**config.mk**
```make
export PLATFORM = sky130hd
export DESIGN_NAME = trb_true_random_byte
export DESIGN_NICKNAME = d
export VERILOG_FILES = /design/src/trb_pkg.sv /design/src/trb_bias_fix.sv /design/src/trb_shift_pack.sv /design/src/trb_true_random_byte.sv
export SDC_FILE = /design/constraint.sdc
export NUM_CORES = 1
export LEC_CHECK = 0
export ABC_CLOCK_PERIOD_IN_PS = 2100
export BUFFER_PORTS_ARGS = -buffer_cell sky130_fd_sc_hd__buf_2
export CAP_MARGIN = 40
export CORE_ASPECT_RATIO = 0.8
export CORE_MARGIN = 2
export CORE_UTILIZATION = 53
export DETAILED_ROUTE_END_ITERATION = 8
export MAX_ROUTING_LAYER = met4
export PLACE_DENSITY_LB_ADDON = 0.12
export SLEW_MARGIN = 20
export SYNTH_ARGS = -nofsm -noshare
export SYNTH_HDL_FRONTEND = slang
export SYNTH_SLANG_ARGS = --single-unit
export TNS_END_PERCENT = 50
```
**constraint.sdc**
```tcl
create_clock -name ref_clk_i -period 2.1 [get_ports ref_clk_i]
set_input_delay 0.42 -clock ref_clk_i [delete_from_list [all_inputs] [get_ports ref_clk_i]]
set_output_delay 0.42 -clock ref_clk_i [all_outputs]
set_load 0.01 [all_outputs]
```
**src/trb_pkg.sv**
```systemverilog
// Shared constants, carrier structs and state records for the random byte generator
package trb_pkg;

	// ----------------------------------------
	// Register map
	// ----------------------------------------
	localparam logic [7:0] TRB_CTL_ADDR  = 8'hD6;
	localparam logic [7:0] TRB_DAT_ADDR  = 8'hD7;
	localparam logic [7:0] TRB_CTL_RESET = 8'h40;
	localparam logic [7:0] TRB_DAT_RESET = 8'h00;
	localparam int         TRB_PWR_BIT   = 7;
	localparam int         TRB_BIAS_BIT  = 6;
	localparam int         TRB_RDY_BIT   = 5;

	// ----------------------------------------
	// Timing
	// ----------------------------------------
	localparam int TRB_CLK_MHZ   = 20;
	localparam int TRB_GAP_NS    = 100000;
	localparam int TRB_START_NS  = 250000;
	// Least times, so both round up to whole cycles
	localparam int TRB_GAP_CYC   = (TRB_GAP_NS * TRB_CLK_MHZ + 999) / 1000;
	localparam int TRB_START_CYC = (TRB_START_NS * TRB_CLK_MHZ + 999) / 1000;

	// ----------------------------------------
	// Carriers
	// ----------------------------------------
	typedef struct packed {
		logic [7:0] addr;
		logic       wr;
		logic       rd;
		logic [7:0] wdata;
	} trb_sfr_req_t;

	typedef struct packed {
		logic bit_val;
		logic valid;
	} trb_noise_t;

	// ----------------------------------------
	// State records
	// ----------------------------------------
	typedef struct packed {
		logic have_first;
		logic first;
	} trb_corr_st_t;

	typedef struct packed {
		logic [7:0] shreg;
		logic [2:0] cnt;
		logic       full;
	} trb_pack_st_t;

	typedef struct packed {
		logic [1:0]  bit_sync;
		logic [1:0]  vld_sync;
		logic        vld_d;
		logic        pwr;
		logic        bias;
		logic        rdy;
		logic [7:0]  data;
		logic [7:0]  rdata;
		logic [15:0] start_cnt;
		logic [15:0] gap_cnt;
	} trb_main_st_t;

endpackage

```
**src/trb_bias_fix.sv**
```systemverilog
// Pairwise bias corrector with bypass for the raw noise bit stream
`timescale 1ns/1ps
module trb_bias_fix
	import trb_pkg::*;
(
	input  wire logic ref_clk_i,
	input  wire logic rst_i,
	input  wire logic clear_i,
	input  wire logic enable_i,
	input  wire logic in_bit_i,
	input  wire logic in_vld_i,
	output logic      out_bit_o,
	output logic      out_vld_o
);

	trb_corr_st_t st_r;
	trb_corr_st_t st_nxt;

	// ----------------------------------------
	// Pair logic
	// ----------------------------------------
	// Unequal pairs give the first bit, equal pairs are dropped; this
	// costs about four raw bits per output bit, hence the slower rate
	always_comb begin
		st_nxt    = st_r;
		out_bit_o = in_bit_i;
		out_vld_o = 1'b0;
		if (clear_i || !enable_i) begin
			st_nxt.have_first = 1'b0;
			out_vld_o         = in_vld_i && !clear_i;
		end else if (in_vld_i) begin
			if (!st_r.have_first) begin
				st_nxt.have_first = 1'b1;
				st_nxt.first      = in_bit_i;
			end else begin
				st_nxt.have_first = 1'b0;
				out_bit_o         = st_r.first;
				out_vld_o         = st_r.first != in_bit_i;
			end
		end
	end

	always_ff @(posedge ref_clk_i) begin
		if (rst_i) begin
			st_r <= '0;
		end else begin
			st_r <= st_nxt;
		end
	end

	a_pair_differs: assert property (@(posedge ref_clk_i) disable iff (rst_i)
		(enable_i && out_vld_o) |-> (st_r.have_first && in_bit_i == !st_r.first))
		else $error("corrector emitted a bit from an equal pair");

	a_bypass_pass: assert property (@(posedge ref_clk_i) disable iff (rst_i)
		(!enable_i && !clear_i && in_vld_i) |-> (out_vld_o && out_bit_o == in_bit_i))
		else $error("bypass did not pass the raw bit");

endmodule

```
**src/trb_shift_pack.sv**
```systemverilog
// Serial to parallel packer that gathers eight bits from the corrector, or from its bypass, into a byte
`timescale 1ns/1ps
module trb_shift_pack
	import trb_pkg::*;
(
	input  wire logic       ref_clk_i,
	input  wire logic       rst_i,
	input  wire logic       clear_i,
	input  wire logic       bit_i,
	input  wire logic       vld_i,
	input  wire logic       take_i,
	output logic [7:0]      byte_o,
	output logic            full_o
);

	trb_pack_st_t st_r;
	trb_pack_st_t st_nxt;

	// ----------------------------------------
	// Shift and hold
	// ----------------------------------------
	// Bits arriving while a byte waits are dropped: noise has no value to lose
	always_comb begin
		st_nxt = st_r;
		if (clear_i) begin
			st_nxt = '0;
		end else if (take_i) begin
			st_nxt.full = 1'b0;
			st_nxt.cnt  = 3'h0;
		end else if (vld_i && !st_r.full) begin
			st_nxt.shreg = {st_r.shreg[6:0], bit_i};
			st_nxt.cnt   = st_r.cnt + 3'h1;
			st_nxt.full  = st_r.cnt == 3'h7;
		end
	end

	always_ff @(posedge ref_clk_i) begin
		if (rst_i) begin
			st_r <= '0;
		end else begin
			st_r <= st_nxt;
		end
	end

	assign byte_o = st_r.shreg;
	assign full_o = st_r.full;

	a_eighth_fills: assert property (@(posedge ref_clk_i) disable iff (rst_i)
		(!clear_i && !take_i && vld_i && !st_r.full && st_r.cnt == 3'h7)
		|=> (full_o && byte_o[0] == $past(bit_i)))
		else $error("eighth bit did not complete the byte");

endmodule

```
**src/trb_true_random_byte.sv**
```systemverilog
// Top of the random byte generator: register file, start-up and rate timing, readout
//
// Notes on behaviour
// - A finished byte in the data register sets the byte-ready flag.
// - Reading the data register clears the flag until the next new byte.
// - The interrupt is raised for every new byte.
// - The interrupt sets and clears exactly like the byte-ready flag.
// - Power bit going 0 to 1 clears stored byte and flag.
// - Raw bits pass a bias corrector before packing.
// - Clearing the bias enable bypasses the corrector for faster raw packing.
// - Bits shift serially into eight bits, read out in parallel.
// - Byte time varies with the noise, more so with correction on.
// - About 0.1 ms per byte raw, four times longer corrected.
// - First byte waits an extra 0.25 ms start-up after power-up.
// - Generation continues while the processor is in standby.
// - Output rate stays at or below about ten kilobytes per second.
// - Control register resets to 0x40: power bit 7, bias 6, ready 5.
// - Data register is read-only, eight bits, resets to 0x00.
`timescale 1ns/1ps
module trb_true_random_byte
	import trb_pkg::*;
#(
	parameter int STARTUP_CYC = TRB_START_CYC,
	parameter int GAP_CYC     = TRB_GAP_CYC
) (
	input  wire logic         ref_clk_i,
	input  wire logic         rst_i,
	input  wire trb_sfr_req_t sfr_req_i,
	input  wire trb_noise_t   noise_i,
	output logic [7:0]        sfr_rdata_o,
	output logic              random_byte_irq_o,
	output logic              noise_en_o
);

	trb_main_st_t st_r;
	trb_main_st_t st_nxt;

	logic       noise_stb;
	logic       starting;
	logic       corr_clear;
	logic       fix_bit;
	logic       fix_vld;
	logic [7:0] pack_byte;
	logic       pack_full;
	logic       commit;
	logic       ctl_wr;
	logic       pwr_rise;
	logic       dat_rd;

	// ----------------------------------------
	// Register access decode
	// ----------------------------------------
	assign ctl_wr   = sfr_req_i.wr && sfr_req_i.addr == TRB_CTL_ADDR;
	assign pwr_rise = ctl_wr && sfr_req_i.wdata[TRB_PWR_BIT] && !st_r.pwr;
	assign dat_rd   = sfr_req_i.rd && sfr_req_i.addr == TRB_DAT_ADDR;

	// ----------------------------------------
	// Noise intake
	// ----------------------------------------
	// One accepted bit per rising edge of the synchronised strobe
	assign noise_stb  = st_r.vld_sync[1] && !st_r.vld_d;
	assign starting   = st_r.start_cnt != 16'h0000;
	// Held clear while off or warming up, so no stale bit reaches a byte
	assign corr_clear = !st_r.pwr || pwr_rise || starting;

	trb_bias_fix u_fix (
		.ref_clk_i (ref_clk_i),
		.rst_i     (rst_i),
		.clear_i   (corr_clear),
		.enable_i  (st_r.bias),
		.in_bit_i  (st_r.bit_sync[1]),
		.in_vld_i  (noise_stb),
		.out_bit_o (fix_bit),
		.out_vld_o (fix_vld)
	);

	trb_shift_pack u_pack (
		.ref_clk_i (ref_clk_i),
		.rst_i     (rst_i),
		.clear_i   (corr_clear),
		.bit_i     (fix_bit),
		.vld_i     (fix_vld),
		.take_i    (commit),
		.byte_o    (pack_byte),
		.full_o    (pack_full)
	);

	// A byte is published only once the rate gap has run out, which caps
	// the output at one byte per 0.1 ms however fast the noise arrives
	assign commit = pack_full && !corr_clear && st_r.gap_cnt == 16'h0000;

	// ----------------------------------------
	// Next state
	// ----------------------------------------
	always_comb begin
		st_nxt          = st_r;
		st_nxt.bit_sync = {st_r.bit_sync[0], noise_i.bit_val};
		st_nxt.vld_sync = {st_r.vld_sync[0], noise_i.valid};
		st_nxt.vld_d    = st_r.vld_sync[1];

		if (ctl_wr) begin
			st_nxt.pwr  = sfr_req_i.wdata[TRB_PWR_BIT];
			st_nxt.bias = sfr_req_i.wdata[TRB_BIAS_BIT];
		end

		// Start-up wait counts only while powered
		if (pwr_rise) begin
			st_nxt.start_cnt = 16'(STARTUP_CYC);
		end else if (!st_r.pwr) begin
			st_nxt.start_cnt = 16'h0000;
		end else if (starting) begin
			st_nxt.start_cnt = st_r.start_cnt - 16'h0001;
		end

		if (pwr_rise) begin
			st_nxt.gap_cnt = 16'h0000;
		end else if (commit) begin
			st_nxt.gap_cnt = 16'(GAP_CYC - 1);
		end else if (st_r.gap_cnt != 16'h0000) begin
			st_nxt.gap_cnt = st_r.gap_cnt - 16'h0001;
		end

		// New byte wins over a read in the same cycle
		if (pwr_rise) begin
			st_nxt.data = TRB_DAT_RESET;
			st_nxt.rdy  = 1'b0;
		end else if (commit) begin
			st_nxt.data = pack_byte;
			st_nxt.rdy  = 1'b1;
		end else if (dat_rd) begin
			st_nxt.rdy  = 1'b0;
		end

		// Read data registered: valid the cycle after the read strobe
		if (sfr_req_i.rd && sfr_req_i.addr == TRB_CTL_ADDR) begin
			st_nxt.rdata = {st_r.pwr, st_r.bias, st_r.rdy, 5'h00};
		end else if (dat_rd) begin
			st_nxt.rdata = st_r.data;
		end else begin
			st_nxt.rdata = 8'h00;
		end
	end

	// ----------------------------------------
	// State register
	// ----------------------------------------
	// No standby input exists: nothing here stops while the processor sleeps
	always_ff @(posedge ref_clk_i) begin
		if (rst_i) begin
			st_r      <= '0;
			st_r.pwr  <= TRB_CTL_RESET[TRB_PWR_BIT];
			st_r.bias <= TRB_CTL_RESET[TRB_BIAS_BIT];
			st_r.rdy  <= TRB_CTL_RESET[TRB_RDY_BIT];
			st_r.data <= TRB_DAT_RESET;
		end else begin
			st_r <= st_nxt;
		end
	end

	assign sfr_rdata_o       = st_r.rdata;
	assign random_byte_irq_o = st_r.rdy;
	assign noise_en_o        = st_r.pwr;

	// ----------------------------------------
	// Checking aids
	// ----------------------------------------
	logic [15:0] since_commit_r;
	logic [15:0] since_rise_r;

	always_ff @(posedge ref_clk_i) begin
		if (rst_i) begin
			since_commit_r <= 16'hFFFF;
			since_rise_r   <= 16'h0000;
		end else begin
			if (commit) begin
				since_commit_r <= 16'h0000;
			end else if (since_commit_r != 16'hFFFF) begin
				since_commit_r <= since_commit_r + 16'h0001;
			end
			if (pwr_rise) begin
				since_rise_r <= 16'h0000;
			end else if (since_rise_r != 16'hFFFF) begin
				since_rise_r <= since_rise_r + 16'h0001;
			end
		end
	end

	a_rise_clears: assert property (@(posedge ref_clk_i) disable iff (rst_i)
		pwr_rise |=> (!st_r.rdy && st_r.data == 8'h00 && !random_byte_irq_o))
		else $error("power-up did not clear byte and flag");

	a_read_clears: assert property (@(posedge ref_clk_i) disable iff (rst_i)
		(dat_rd && !commit && !pwr_rise) |=> (!st_r.rdy && sfr_rdata_o == $past(st_r.data)))
		else $error("data read did not clear flag or return the byte");

	a_commit_sets: assert property (@(posedge ref_clk_i) disable iff (rst_i)
		commit |=> (st_r.rdy && st_r.data == $past(pack_byte)))
		else $error("new byte not stored with flag set");

	a_irq_cause: assert property (@(posedge ref_clk_i) disable iff (rst_i)
		$rose(random_byte_irq_o) |-> $past(commit))
		else $error("interrupt rose without a new byte");

	a_rate_gap: assert property (@(posedge ref_clk_i) disable iff (rst_i)
		commit |-> (since_commit_r >= 16'(GAP_CYC - 1)))
		else $error("bytes closer than the rate limit");

	a_startup_wait: assert property (@(posedge ref_clk_i) disable iff (rst_i)
		commit |-> (since_rise_r >= 16'(STARTUP_CYC)))
		else $error("byte before start-up delay elapsed");

	a_off_silent: assert property (@(posedge ref_clk_i) disable iff (rst_i)
		!st_r.pwr |-> (!commit && !fix_vld))
		else $error("generator active while powered down");

	a_ctl_reset: assert property (@(posedge ref_clk_i)
		$past(rst_i) |-> (!st_r.pwr && st_r.bias && !st_r.rdy && st_r.data == 8'h00))
		else $error("control or data reset value wrong");

	a_ctl_read: assert property (@(posedge ref_clk_i) disable iff (rst_i)
		(sfr_req_i.rd && sfr_req_i.addr == TRB_CTL_ADDR)
		|=> (sfr_rdata_o[4:0] == 5'h00 && sfr_rdata_o[7] == $past(st_r.pwr)))
		else $error("control read returned wrong bits");

	// ----------------------------------------
	// Register and intake checks
	// ----------------------------------------
	// Read data stands one cycle only, so anything else must read as zero
	a_rdata_idle: assert property (@(posedge ref_clk_i) disable iff (rst_i)
		!sfr_req_i.rd |=> (sfr_rdata_o == 8'h00))
		else $error("read data not zero outside a read");

	a_unmapped_read: assert property (@(posedge ref_clk_i) disable iff (rst_i)
		(sfr_req_i.rd && sfr_req_i.addr != TRB_CTL_ADDR && sfr_req_i.addr != TRB_DAT_ADDR)
		|=> (sfr_rdata_o == 8'h00))
		else $error("unmapped address returned data");

	a_dat_read_value: assert property (@(posedge ref_clk_i) disable iff (rst_i)
		dat_rd |=> (sfr_rdata_o == $past(st_r.data)))
		else $error("data read returned wrong byte");

	a_ctl_read_bits: assert property (@(posedge ref_clk_i) disable iff (rst_i)
		(sfr_req_i.rd && sfr_req_i.addr == TRB_CTL_ADDR)
		|=> (sfr_rdata_o[6:5] == {$past(st_r.bias), $past(st_r.rdy)}))
		else $error("control read lost bias or ready bit");

	a_pwr_write: assert property (@(posedge ref_clk_i) disable iff (rst_i)
		ctl_wr |=> (noise_en_o == $past(sfr_req_i.wdata[TRB_PWR_BIT])))
		else $error("power bit write not applied");

	a_bias_write: assert property (@(posedge ref_clk_i) disable iff (rst_i)
		ctl_wr |=> (st_r.bias == $past(sfr_req_i.wdata[TRB_BIAS_BIT])))
		else $error("bias enable write not applied");

	a_ctl_hold: assert property (@(posedge ref_clk_i) disable iff (rst_i)
		!ctl_wr |=> ($stable(st_r.pwr) && $stable(st_r.bias)))
		else $error("control bits changed without a write");

	a_dat_no_write: assert property (@(posedge ref_clk_i) disable iff (rst_i)
		(sfr_req_i.wr && sfr_req_i.addr == TRB_DAT_ADDR && !commit)
		|=> $stable(st_r.data))
		else $error("write reached the read-only data register");

	// Ready and byte move only on a new byte, a data read or a power-up
	a_rdy_hold: assert property (@(posedge ref_clk_i) disable iff (rst_i)
		(!commit && !dat_rd && !pwr_rise) |=> $stable(st_r.rdy))
		else $error("ready flag changed with no cause");

	a_data_hold: assert property (@(posedge ref_clk_i) disable iff (rst_i)
		(!commit && !pwr_rise) |=> $stable(st_r.data))
		else $error("stored byte changed with no cause");

	a_irq_new_byte: assert property (@(posedge ref_clk_i) disable iff (rst_i)
		commit |=> random_byte_irq_o)
		else $error("no interrupt for a new byte");

	a_irq_read_drop: assert property (@(posedge ref_clk_i) disable iff (rst_i)
		(dat_rd && !commit && !pwr_rise) |=> !random_byte_irq_o)
		else $error("interrupt stayed up after the byte was read");

	a_irq_write_keep: assert property (@(posedge ref_clk_i) disable iff (rst_i)
		(sfr_req_i.wr && !sfr_req_i.rd && !pwr_rise && !commit)
		|=> (random_byte_irq_o == $past(random_byte_irq_o)))
		else $error("interrupt changed on a plain write");

	a_start_no_bits: assert property (@(posedge ref_clk_i) disable iff (rst_i)
		(st_r.pwr && starting) |-> !fix_vld)
		else $error("bit accepted during start-up wait");

	a_stb_single: assert property (@(posedge ref_clk_i) disable iff (rst_i)
		noise_stb |=> !noise_stb)
		else $error("one strobe edge accepted twice");

	a_stb_source: assert property (@(posedge ref_clk_i) disable iff (rst_i)
		noise_stb |-> $past(noise_i.valid, 2))
		else $error("bit accepted without a strobe");

	a_bypass_bit: assert property (@(posedge ref_clk_i) disable iff (rst_i)
		(!st_r.bias && !corr_clear && noise_stb)
		|-> (fix_vld && fix_bit == $past(noise_i.bit_val, 2)))
		else $error("raw bit not passed in bypass");

endmodule

```
==> results of run 1 <==
## sequential cells by signal (all words and copies together) (netlist names)
register / cells
st_r: 43
sfr_rdata_o: 8
u_pack.byte_o: 8
st_nxt: 3
u_pack.st_r: 3
u_fix.st_r: 2
noise_en_o: 1
random_byte_irq_o: 1
u_pack.full_o: 1
## metrics by stage
| stage | cells | hold slack, ns | setup TNS (ns) | instance area (sq um) |
|---|---|---|---|---|
| detailed placement | 465 | 0.429 | -0.355 | 3630 |
| finish | 483 | 0.282 | 0 | 3930 |
| global placement | 465 | 0.420 | 0 | 3630 |
| CTS | 481 | 0.268 | 0 | 3840 |
| global route | 483 | 0.274 | -0.00160 | 3930 |
| floorplan | 359 | 0.414 | 0 | 3330 |
## logic make-up after synthesis
kind of cell,share of synthesized area
and+or+nand+nor,0.255
AOI/OAI and AO/OA,0.182
DFF,0.421
buffers and inverters,0.0572
muxes,0.0481
xor gates and xnor gates,0.0211
adders and majority gates,0.0150
## cell usage in the layout (no fill, tap or decap), types with 8 or more instances in the layout
| cell | count |
|---|---|
| buf_4 | 25 |
| a211oi_1 | 9 |
| clkbuf_8 | 10 |
| nor2_1 | 27 |
| a21oi_1 | 12 |
| nand2_1 | 31 |
| nand4_1 | 8 |
| o21ai_0 | 13 |
| mux2i_1 | 16 |
| nor3_1 | 13 |
| buf_2 | 25 |
| inv_1 | 11 |
| dfxtp_1 | 69 |
## layer usage
metal	track usage	vias up	wire length, microns
met5	-	-	0
met4	0.0813	0	57
met3	0.0691	6	430
met2	0.375	80	3570
met1	0.316	1389	3780
li1	-	1424	-
## report_power, final
| part | leakage (nW) | internal, W | total (W) | switching, W |
|---|---|---|---|---|
| clock | 0.0993 | 0.000586 | 0.00111 | 0.000520 |
| combinational | 0.807 | 0.000482 | 0.00111 | 0.000625 |
| sequential | 0.567 | 0.00144 | 0.00158 | 0.000135 |
| total | 1.47 | 0.00251 | 0.00379 | 0.00128 |
## path summary, 6_finish.rpt
kind	startpoint	end	slack, ns
worst max-delay path	st_r[29]	st_r[0]	0.1
worst min-delay path	noise_i[1]	st_nxt[55]	0.28
worst max register to register	st_r[29]	st_r[0]	0.1
worst min register to register	st_nxt[55]	st_r[55]	0.44
## cell type report
type	instances	share of cell area
clock buffers	10	0.0350
clock inverters	6	0.0172
inverters	11	0.0105
multi-input cells	252	0.461
flip-flops and latches	70	0.357
well taps	81	0.0258
repair buffers	53	0.0939
## timing repair
item,4_1_cts,5_1_grt
setup endpoints to repair,14,30
pin swaps,0,2
cloned,0,1
gates resized for setup,3,12
hold buffers,0,0
setup buffers,0,1
==> flow_metrics.env, run 1 <==
export IMPL_hold_violations=0
export IMPL_yosys_register_bits=70
export IMPL_drt_iter0_drc=164
export IMPL_die_h_microns=74.9
export IMPL_seq_area_frac_synth=0.421
export IMPL_max_stage_delay_ns=0.69
export IMPL_hold_depth=2
export IMPL_area_growth_pct=18.2
export IMPL_dpl_hpwl_mm=5.50
export IMPL_endpoint_kind="flop"
export IMPL_yosysTopAreaCell="dfxtp_1"
export IMPL_synth_nets=385
export IMPL_first_pass_iters=4
export IMPL_port_buffers=25
export IMPL_grt_pass1_vias=2577
export IMPL_yosysMostFrequentCell="dfxtp_1"
export IMPL_synth_async_sr_flop_share=0
export IMPL_p_total_w=0.00379
export IMPL_ys_flop_type="dfxtp_1"
export IMPL_utilization=0.658
export IMPL_critPathLaunchType="flop"
export IMPL_synthTopCellsByCount="dfxtp_1 (70), nand2_1 (31), nor2_1 (27)"
export IMPL_drive_gt1_frac=0.249
export IMPL_cts_buffer_depth=2
export IMPL_clock_skew_ns=0.0103
export IMPL_yosys_warnings=0
export IMPL_core_sq_um=5970
export IMPL_grt_total_usage=0.245
export IMPL_fillers=513
export IMPL_viasPerCell=6.00
export IMPL_cts_sinks=70
export IMPL_fin_crit_ns=2.00
export IMPL_start_util=0.557
export IMPL_rr_worst_depth=5
export IMPL_row_count=25
export IMPL_pre_cts_ws_ns=-0.0555
export IMPL_cts_tree="yes"
export IMPL_die_area_sq_um=6930
export IMPL_diodes=0
export IMPL_vias=2899
export IMPL_routedWlPerCell_microns=16.2
export IMPL_crit_chain="or4_1 -> nor4_4 -> buf_6 -> a311oi_4 -> a211oi_2"
export IMPL_critical_path_class="reg2reg"
export IMPL_vdd_drop_max_mv=0.609
export IMPL_grt_max_degree=18
export IMPL_crit_arrival_ns=2.26
export IMPL_setup_violations=0
export IMPL_worst_ep_required_time_ns=2.36
export IMPL_crit_family="simple AND/OR/NAND/NOR gates"
export IMPL_clk_pin_slew_ns=0.08
export IMPL_clkLatencyLatePin_ns=0.35
export IMPL_register_area_sq_um=1400
export IMPL_grt_overflow_total=0
export IMPL_synth_edf_count=0
export IMPL_antenna_found_initial=0
export IMPL_root_buffer="clkbuf_8"
export IMPL_maxSlewViolCount=0
export IMPL_fmax_mhz=499
export IMPL_htreeDepth=3
export IMPL_power_density_nw_per_um2=964
export IMPL_finalCritPeriodShare=0.953
export IMPL_wl_mm=7.84
export IMPL_die_w_microns=92.6
export IMPL_relSlewSlack=0.598
export IMPL_worstHoldPathType="in2reg"
export IMPL_synth_top_cell_area_share=0.421
export IMPL_synth_area_leaders="dfxtp_1 (42%), mux2i_1 (4.8%), nand2_1 (3.5%)"
export IMPL_ys_types=58
export IMPL_drc_errors=0
export IMPL_crit_fanout=8
export IMPL_gp_congestion=0.910
export IMPL_leakagePower_nw=1.47
export IMPL_netlist_area_sq_um=3330
export IMPL_synth_area_per_cell_sq_um=9.27
export IMPL_cts_buffers=9
export IMPL_grt_pass1_wl_mm=12.5
export IMPL_setup_ws_ns=0.0980
export IMPL_critical_path_buf_inv_count=1
export IMPL_tightest_slew_ns=0.595
export IMPL_io_pins=32
export IMPL_worst_path_max_delay_cell="or4_1"
export IMPL_ant_nets=0
export IMPL_netlist_instances=359
export IMPL_status="finished, final reports clean"
export IMPL_maxCapViolations=0
export IMPL_cp_depth=5
export IMPL_nNetsFinal=423
export IMPL_multi_input_area_sq_um=1810
No activity file was read; power rests on OpenSTA's default activity.
==> run 2, diff against run 1 <==
CELL_PAD_IN_SITES_DETAIL_PLACEMENT = 1   (was default)
CELL_PAD_IN_SITES_GLOBAL_PLACEMENT = 1   (was default)
CORE_UTILIZATION = 41   (was 53)
CTS_CLUSTER_DIAMETER = 30   (was default)
==> flow_metrics.env, run 2 (synthesis results as in run 1) <==
export IMPL_crit_arrival_ns=2.25
export IMPL_root_buffer="clkbuf_8"
export IMPL_maxCapViolations=0
export IMPL_maxSlewViolCount=0
export IMPL_layout_common_cells="dfxtp_1 (70), nand2_1 (30), buf_4 (28), nor2_1 (26), buf_2 (25)"
export IMPL_vias=2832
export IMPL_drt_iter0_drc=66
export IMPL_nNetsFinal=425
export IMPL_use_met3=0.0435
export IMPL_combPwrFrac=0.299
export IMPL_diodes=0
export IMPL_grt_total_usage=0.211
export IMPL_die_h_microns=84.6
export IMPL_die_area_sq_um=8860
export IMPL_clock_skew_ns=0.00802
export IMPL_grt_pass1_wl_mm=14.4
export IMPL_fillers=939
export IMPL_min_delay_start="noise_i[0]"
export IMPL_grt_pass1_vias=2883
export IMPL_p_seq_frac=0.410
export IMPL_p_clk_frac=0.291
export IMPL_setup_violations=0
export IMPL_gp_congestion=0.874
export IMPL_ant_nets=0
export IMPL_hold_path_end="st_nxt[53]"
export IMPL_crit_chain="inv_1 -> ha_1 -> or3b_4 -> nor4_4 -> buf_6 -> a311oi_4 -> a221oi_2"
export IMPL_rsz0062_at_grt="true"
export IMPL_finalCritPeriodShare=0.942
export IMPL_tns_ns=0
export IMPL_hold_violations=0
export IMPL_routedWlPerCell_microns=16.6
export IMPL_multi_input_area_sq_um=1830
export IMPL_worst_ep_required_time_ns=2.37
export IMPL_htreeDepth=3
export IMPL_crit_fanout=8
export IMPL_largest_register="st_r"
export IMPL_drive_gt1_frac=0.270
export IMPL_worstHoldPathType="in2reg"
export IMPL_max_stage_delay_ns=0.46
export IMPL_grt_overflow_total=0
export IMPL_critical_path_class="reg2reg"
export IMPL_io_pins=32
export IMPL_cts_buffers=9
export IMPL_fmax_mhz=506
export IMPL_busiest_layer="met2"
export IMPL_critPathLaunchType="flop"
export IMPL_gr_usage_met2=0.343
export IMPL_hold_depth=2
export IMPL_status="finished, final reports clean"
export IMPL_swShare=0.358
export IMPL_drc_errors=0
export IMPL_row_count=29
export IMPL_dpl_cell_area_sq_um=3660
export IMPL_finalInstanceArea_sq_um=3960
export IMPL_utilization=0.501
export IMPL_dpl_hpwl_mm=6.01
export IMPL_start_util=0.421
export IMPL_fin_crit_ns=1.98
export IMPL_clkLatencyLatePin_ns=0.35
export IMPL_area_growth_pct=19.1
export IMPL_die_w_microns=105
export IMPL_grt_max_degree=24
export IMPL_cts_sinks=70
export IMPL_rr_worst_depth=7
export IMPL_viasPerCell=5.53
export IMPL_power_density_nw_per_um2=968
export IMPL_endpoint_kind="flop"
export IMPL_tightest_slew_ns=0.488
export IMPL_antenna_found_initial=0
export IMPL_cts_tree="yes"
export IMPL_clk_pin_slew_ns=0.08
export IMPL_mostFrequentLayoutCell="dfxtp_1"
export IMPL_holdBufCountCts=0
export IMPL_power_switching_w=0.00137
export IMPL_cts_buffer_depth=2
export IMPL_r2r_slack_ns=0.12
export IMPL_worstReg2RegEnd="st_r[1]"
export IMPL_met1_usage=0.262
export IMPL_leakagePower_nw=1.47
export IMPL_vdd_drop_max_mv=0.427
export IMPL_core_sq_um=7910
export IMPL_r2r_start="st_r[16]"
export IMPL_p_int_w=0.00246
export IMPL_wl_mm=8.48
export IMPL_worst_path_max_delay_cell="or3b_4"
export IMPL_largest_reg_flops=43
export IMPL_register_area_sq_um=1400
export IMPL_first_pass_iters=4
export IMPL_port_buffers=25
export IMPL_relSlewSlack=0.672
run 2: cell types whose count changed in the layout (fill, tap and decap cells not counted), moves of 2 or more:
cell      before  now
nor4_2         1    5
buf_4         25   28
nor4_1         7    4
clkinv_4       0    2
run 2: final cells by class:
type | instances | area share
sequential | 70 | 0.354
multi-input combinational | 252 | 0.462
tap | 108 | 0.0341
timing repair buffer | 55 | 0.0903
inverter | 11 | 0.0104
clock inverter | 7 | 0.0186
clock buffer | 9 | 0.0313
run 2: how the worst max path moves through the flow:
stage | startpoint | endpoint | slack [ns]
floorplan | st_r[16] | st_r[1] | 0.001
global placement | st_r[16] | u_pack.byte_o[6] | 0.008
detailed placement | st_r[0] | st_r[47] | -0.05
CTS | st_r[24] | st_r[8] | 0.04
global route | st_r[16] | u_pack.st_r[1] | -0.02
finish | st_r[16] | st_r[1] | 0.12
run 2: routing by layer:
layer,vias up,part of all wire
met1,1369,0.48
met5,-,0
li1,1424,-
met2,24,0.48
met4,0,0.019
met3,15,0.019
run 2: worst max-delay path, delay by kind of cell, from the launching register on:
kind	cells	cell delay [ns]
buffers and inverters	2	0.25
AO/OA/AOI/OAI	2	0.39
adder cells (fa/ha/maj)	1	0.20
AND/OR/NAND/NOR	2	0.73
flip-flops	1	0.32
run 2: power by group through the flow:
stage	sequential [W]	clock (W)	combinational, W
final	0.00157	0.00112	0.00115
after CTS	0.00157	0.00115	0.00107
after floorplan	0.00156	0	0.000755
after detailed placement	0.00160	0	0.00105
after global routing	0.00160	0.00121	0.00128
after global placement	0.00159	0	0.000994
run 2: timing repair:
item	4_1_cts	5_1_grt
hold endpoints to repair	0	0
resized for setup	5	15
setup endpoints to repair	25	36
pin swaps	1	1
setup buffers	1	1
run 2: stage by stage:
| step | std cells | hold slack, ns | total power (W) | setup slack, ns |
|---|---|---|---|---|
| after floorplan | 359 | 0.414 | 0.00231 | 0.00103 |
| after global placement | 494 | 0.418 | 0.00258 | 0.00755 |
| after detailed placement | 494 | 0.430 | 0.00265 | -0.0476 |
| after CTS | 511 | 0.270 | 0.00379 | 0.0411 |
| after global routing | 512 | 0.293 | 0.00408 | -0.0170 |
| final | 512 | 0.281 | 0.00384 | 0.122 |
==> run 3, diff against run 2 <==
CORE_ASPECT_RATIO = 2   (was 0.8)
PLACE_DENSITY_LB_ADDON = 0.05   (was 0.12)
==> flow_metrics.env, run 3 (synthesis results as in run 1) <==
export IMPL_maxCapViolations=0
export IMPL_p_int_w=0.00302
export IMPL_fmax_mhz=495
export IMPL_p_seq_frac=0.357
export IMPL_register_area_sq_um=1400
export IMPL_worstHoldPathType="in2reg"
export IMPL_finalCritPeriodShare=0.961
export IMPL_pre_cts_ws_ns=-0.0396
export IMPL_clock_skew_ns=0.00655
export IMPL_drive_gt1_frac=0.265
export IMPL_vias=2953
export IMPL_htreeDepth=3
export IMPL_critPathLaunchType="flop"
export IMPL_root_buffer="clkbuf_16"
export IMPL_io_pins=32
export IMPL_dpl_cell_area_sq_um=3730
export IMPL_grt_max_degree=20
export IMPL_die_h_microns=131
export IMPL_relSlewSlack=0.675
export IMPL_setup_violations=0
export IMPL_multi_input_area_sq_um=1800
export IMPL_ant_nets=0
export IMPL_gp_congestion=0.784
export IMPL_layout_common_cells="dfxtp_1 (69), buf_4 (34), nand2_1 (31), nor2_1 (27), buf_2 (25)"
export IMPL_cts_sinks=70
export IMPL_power_switching_w=0.00142
export IMPL_leakagePower_nw=1.57
export IMPL_stdcell_count=507
export IMPL_grt_overflow_total=0
export IMPL_cts_buffer_depth=2
export IMPL_start_util=0.422
export IMPL_postCtsSetupBuffers=0
export IMPL_cts_buffers=9
export IMPL_combPwrFrac=0.267
export IMPL_hold_violations=0
export IMPL_status="finished, final reports clean"
export IMPL_grt_pass1_vias=3033
export IMPL_tns_ns=0
export IMPL_worst_ep_required_time_ns=2.35
export IMPL_p_clk_frac=0.376
export IMPL_fillers=911
export IMPL_row_count=46
export IMPL_mostFrequentLayoutCell="dfxtp_1"
export IMPL_drt_iter0_drc=122
export IMPL_first_pass_iters=4
export IMPL_swShare=0.320
export IMPL_crit_arrival_ns=2.27
export IMPL_die_area_sq_um=8890
export IMPL_utilization=0.521
export IMPL_viasPerCell=5.82
export IMPL_vdd_drop_max_mv=0.474
export IMPL_holdBufCountCts=0
export IMPL_wl_mm=9.25
export IMPL_die_w_microns=67.7
export IMPL_grt_pass1_wl_mm=15.0
export IMPL_area_growth_pct=23.6
export IMPL_core_sq_um=7890
export IMPL_endpoint_kind="flop"
export IMPL_grt_total_usage=0.230
export IMPL_setup_ws_ns=0.0811
export IMPL_maxSlewViolCount=0
export IMPL_crit_fanout=7
export IMPL_largest_register="st_r"
export IMPL_power_density_nw_per_um2=1080
export IMPL_clk_pin_slew_ns=0.06
export IMPL_antenna_found_initial=0
export IMPL_diodes=0
export IMPL_drc_errors=0
export IMPL_critical_path_class="reg2reg"
export IMPL_fin_crit_ns=2.02
export IMPL_rsz0062_at_grt="true"
export IMPL_cts_tree="yes"
export IMPL_dp_cells=491
export IMPL_finalInstanceArea_sq_um=4110
export IMPL_routedWlPerCell_microns=18.2
export IMPL_clkLatencyLatePin_ns=0.33
export IMPL_dpl_hpwl_mm=7.10
export IMPL_tightest_slew_ns=0.483
export IMPL_largest_reg_flops=43
export IMPL_nNetsFinal=432
export IMPL_port_buffers=25
run 3: layout make-up:
class | count | area share
sequential | 70 | 0.341
clock inverter | 7 | 0.0253
inverter | 11 | 0.0100
tap | 96 | 0.0292
timing repair buffer | 62 | 0.103
clock buffer | 9 | 0.0548
multi-input combinational | 252 | 0.437
run 3: power groups by stage:
stage                     registers (W)  clock network (W)  logic (W)
after floorplan                 0.00156                  0   0.000755
after global placement          0.00159                  0    0.00110
after detailed placement        0.00160                  0    0.00112
after CTS                       0.00157            0.00169    0.00114
after global routing            0.00160            0.00176    0.00132
final                           0.00158            0.00167    0.00119
run 3: what timing repair did:
item | in CTS | in global routing
gates cloned | 0 | 0
pin swaps | 0 | 2
resized for setup | 3 | 11
setup endpoints to repair | 17 | 25
run 3: worst max-delay path: stages, from the launching register on:
cell and delay (ns):
dfxtp_1 0.31, or4_1 0.70, nor4_4 0.37, buf_6 0.18, a311oi_4 0.15, a221oi_2 0.23
run 3: layer usage:
layer	up-vias	track usage	routed length (microns)
li1	1431	-	-
met4	0	0.102	197
met3	17	0.0368	170
met2	36	0.419	5440
met1	1469	0.225	3440
met5	-	-	0
run 3: worst paths after layout:
check,start,slack (ns),end,depth (start not counted)
worst max-delay path,st_r[23],0.08,st_r[1],5
worst min register to register,st_nxt[53],0.44,st_nxt[51],1
worst max register to register,st_r[23],0.08,st_r[1],5
worst min-delay path,noise_i[0],0.30,st_nxt[53],2
run 3: stage by stage:
stage | power [W] | hold slack (ns)
after floorplan | 0.00231 | 0.414
after global placement | 0.00269 | 0.418
after detailed placement | 0.00273 | 0.429
after CTS | 0.00441 | 0.295
after global routing | 0.00468 | 0.298
final | 0.00444 | 0.300
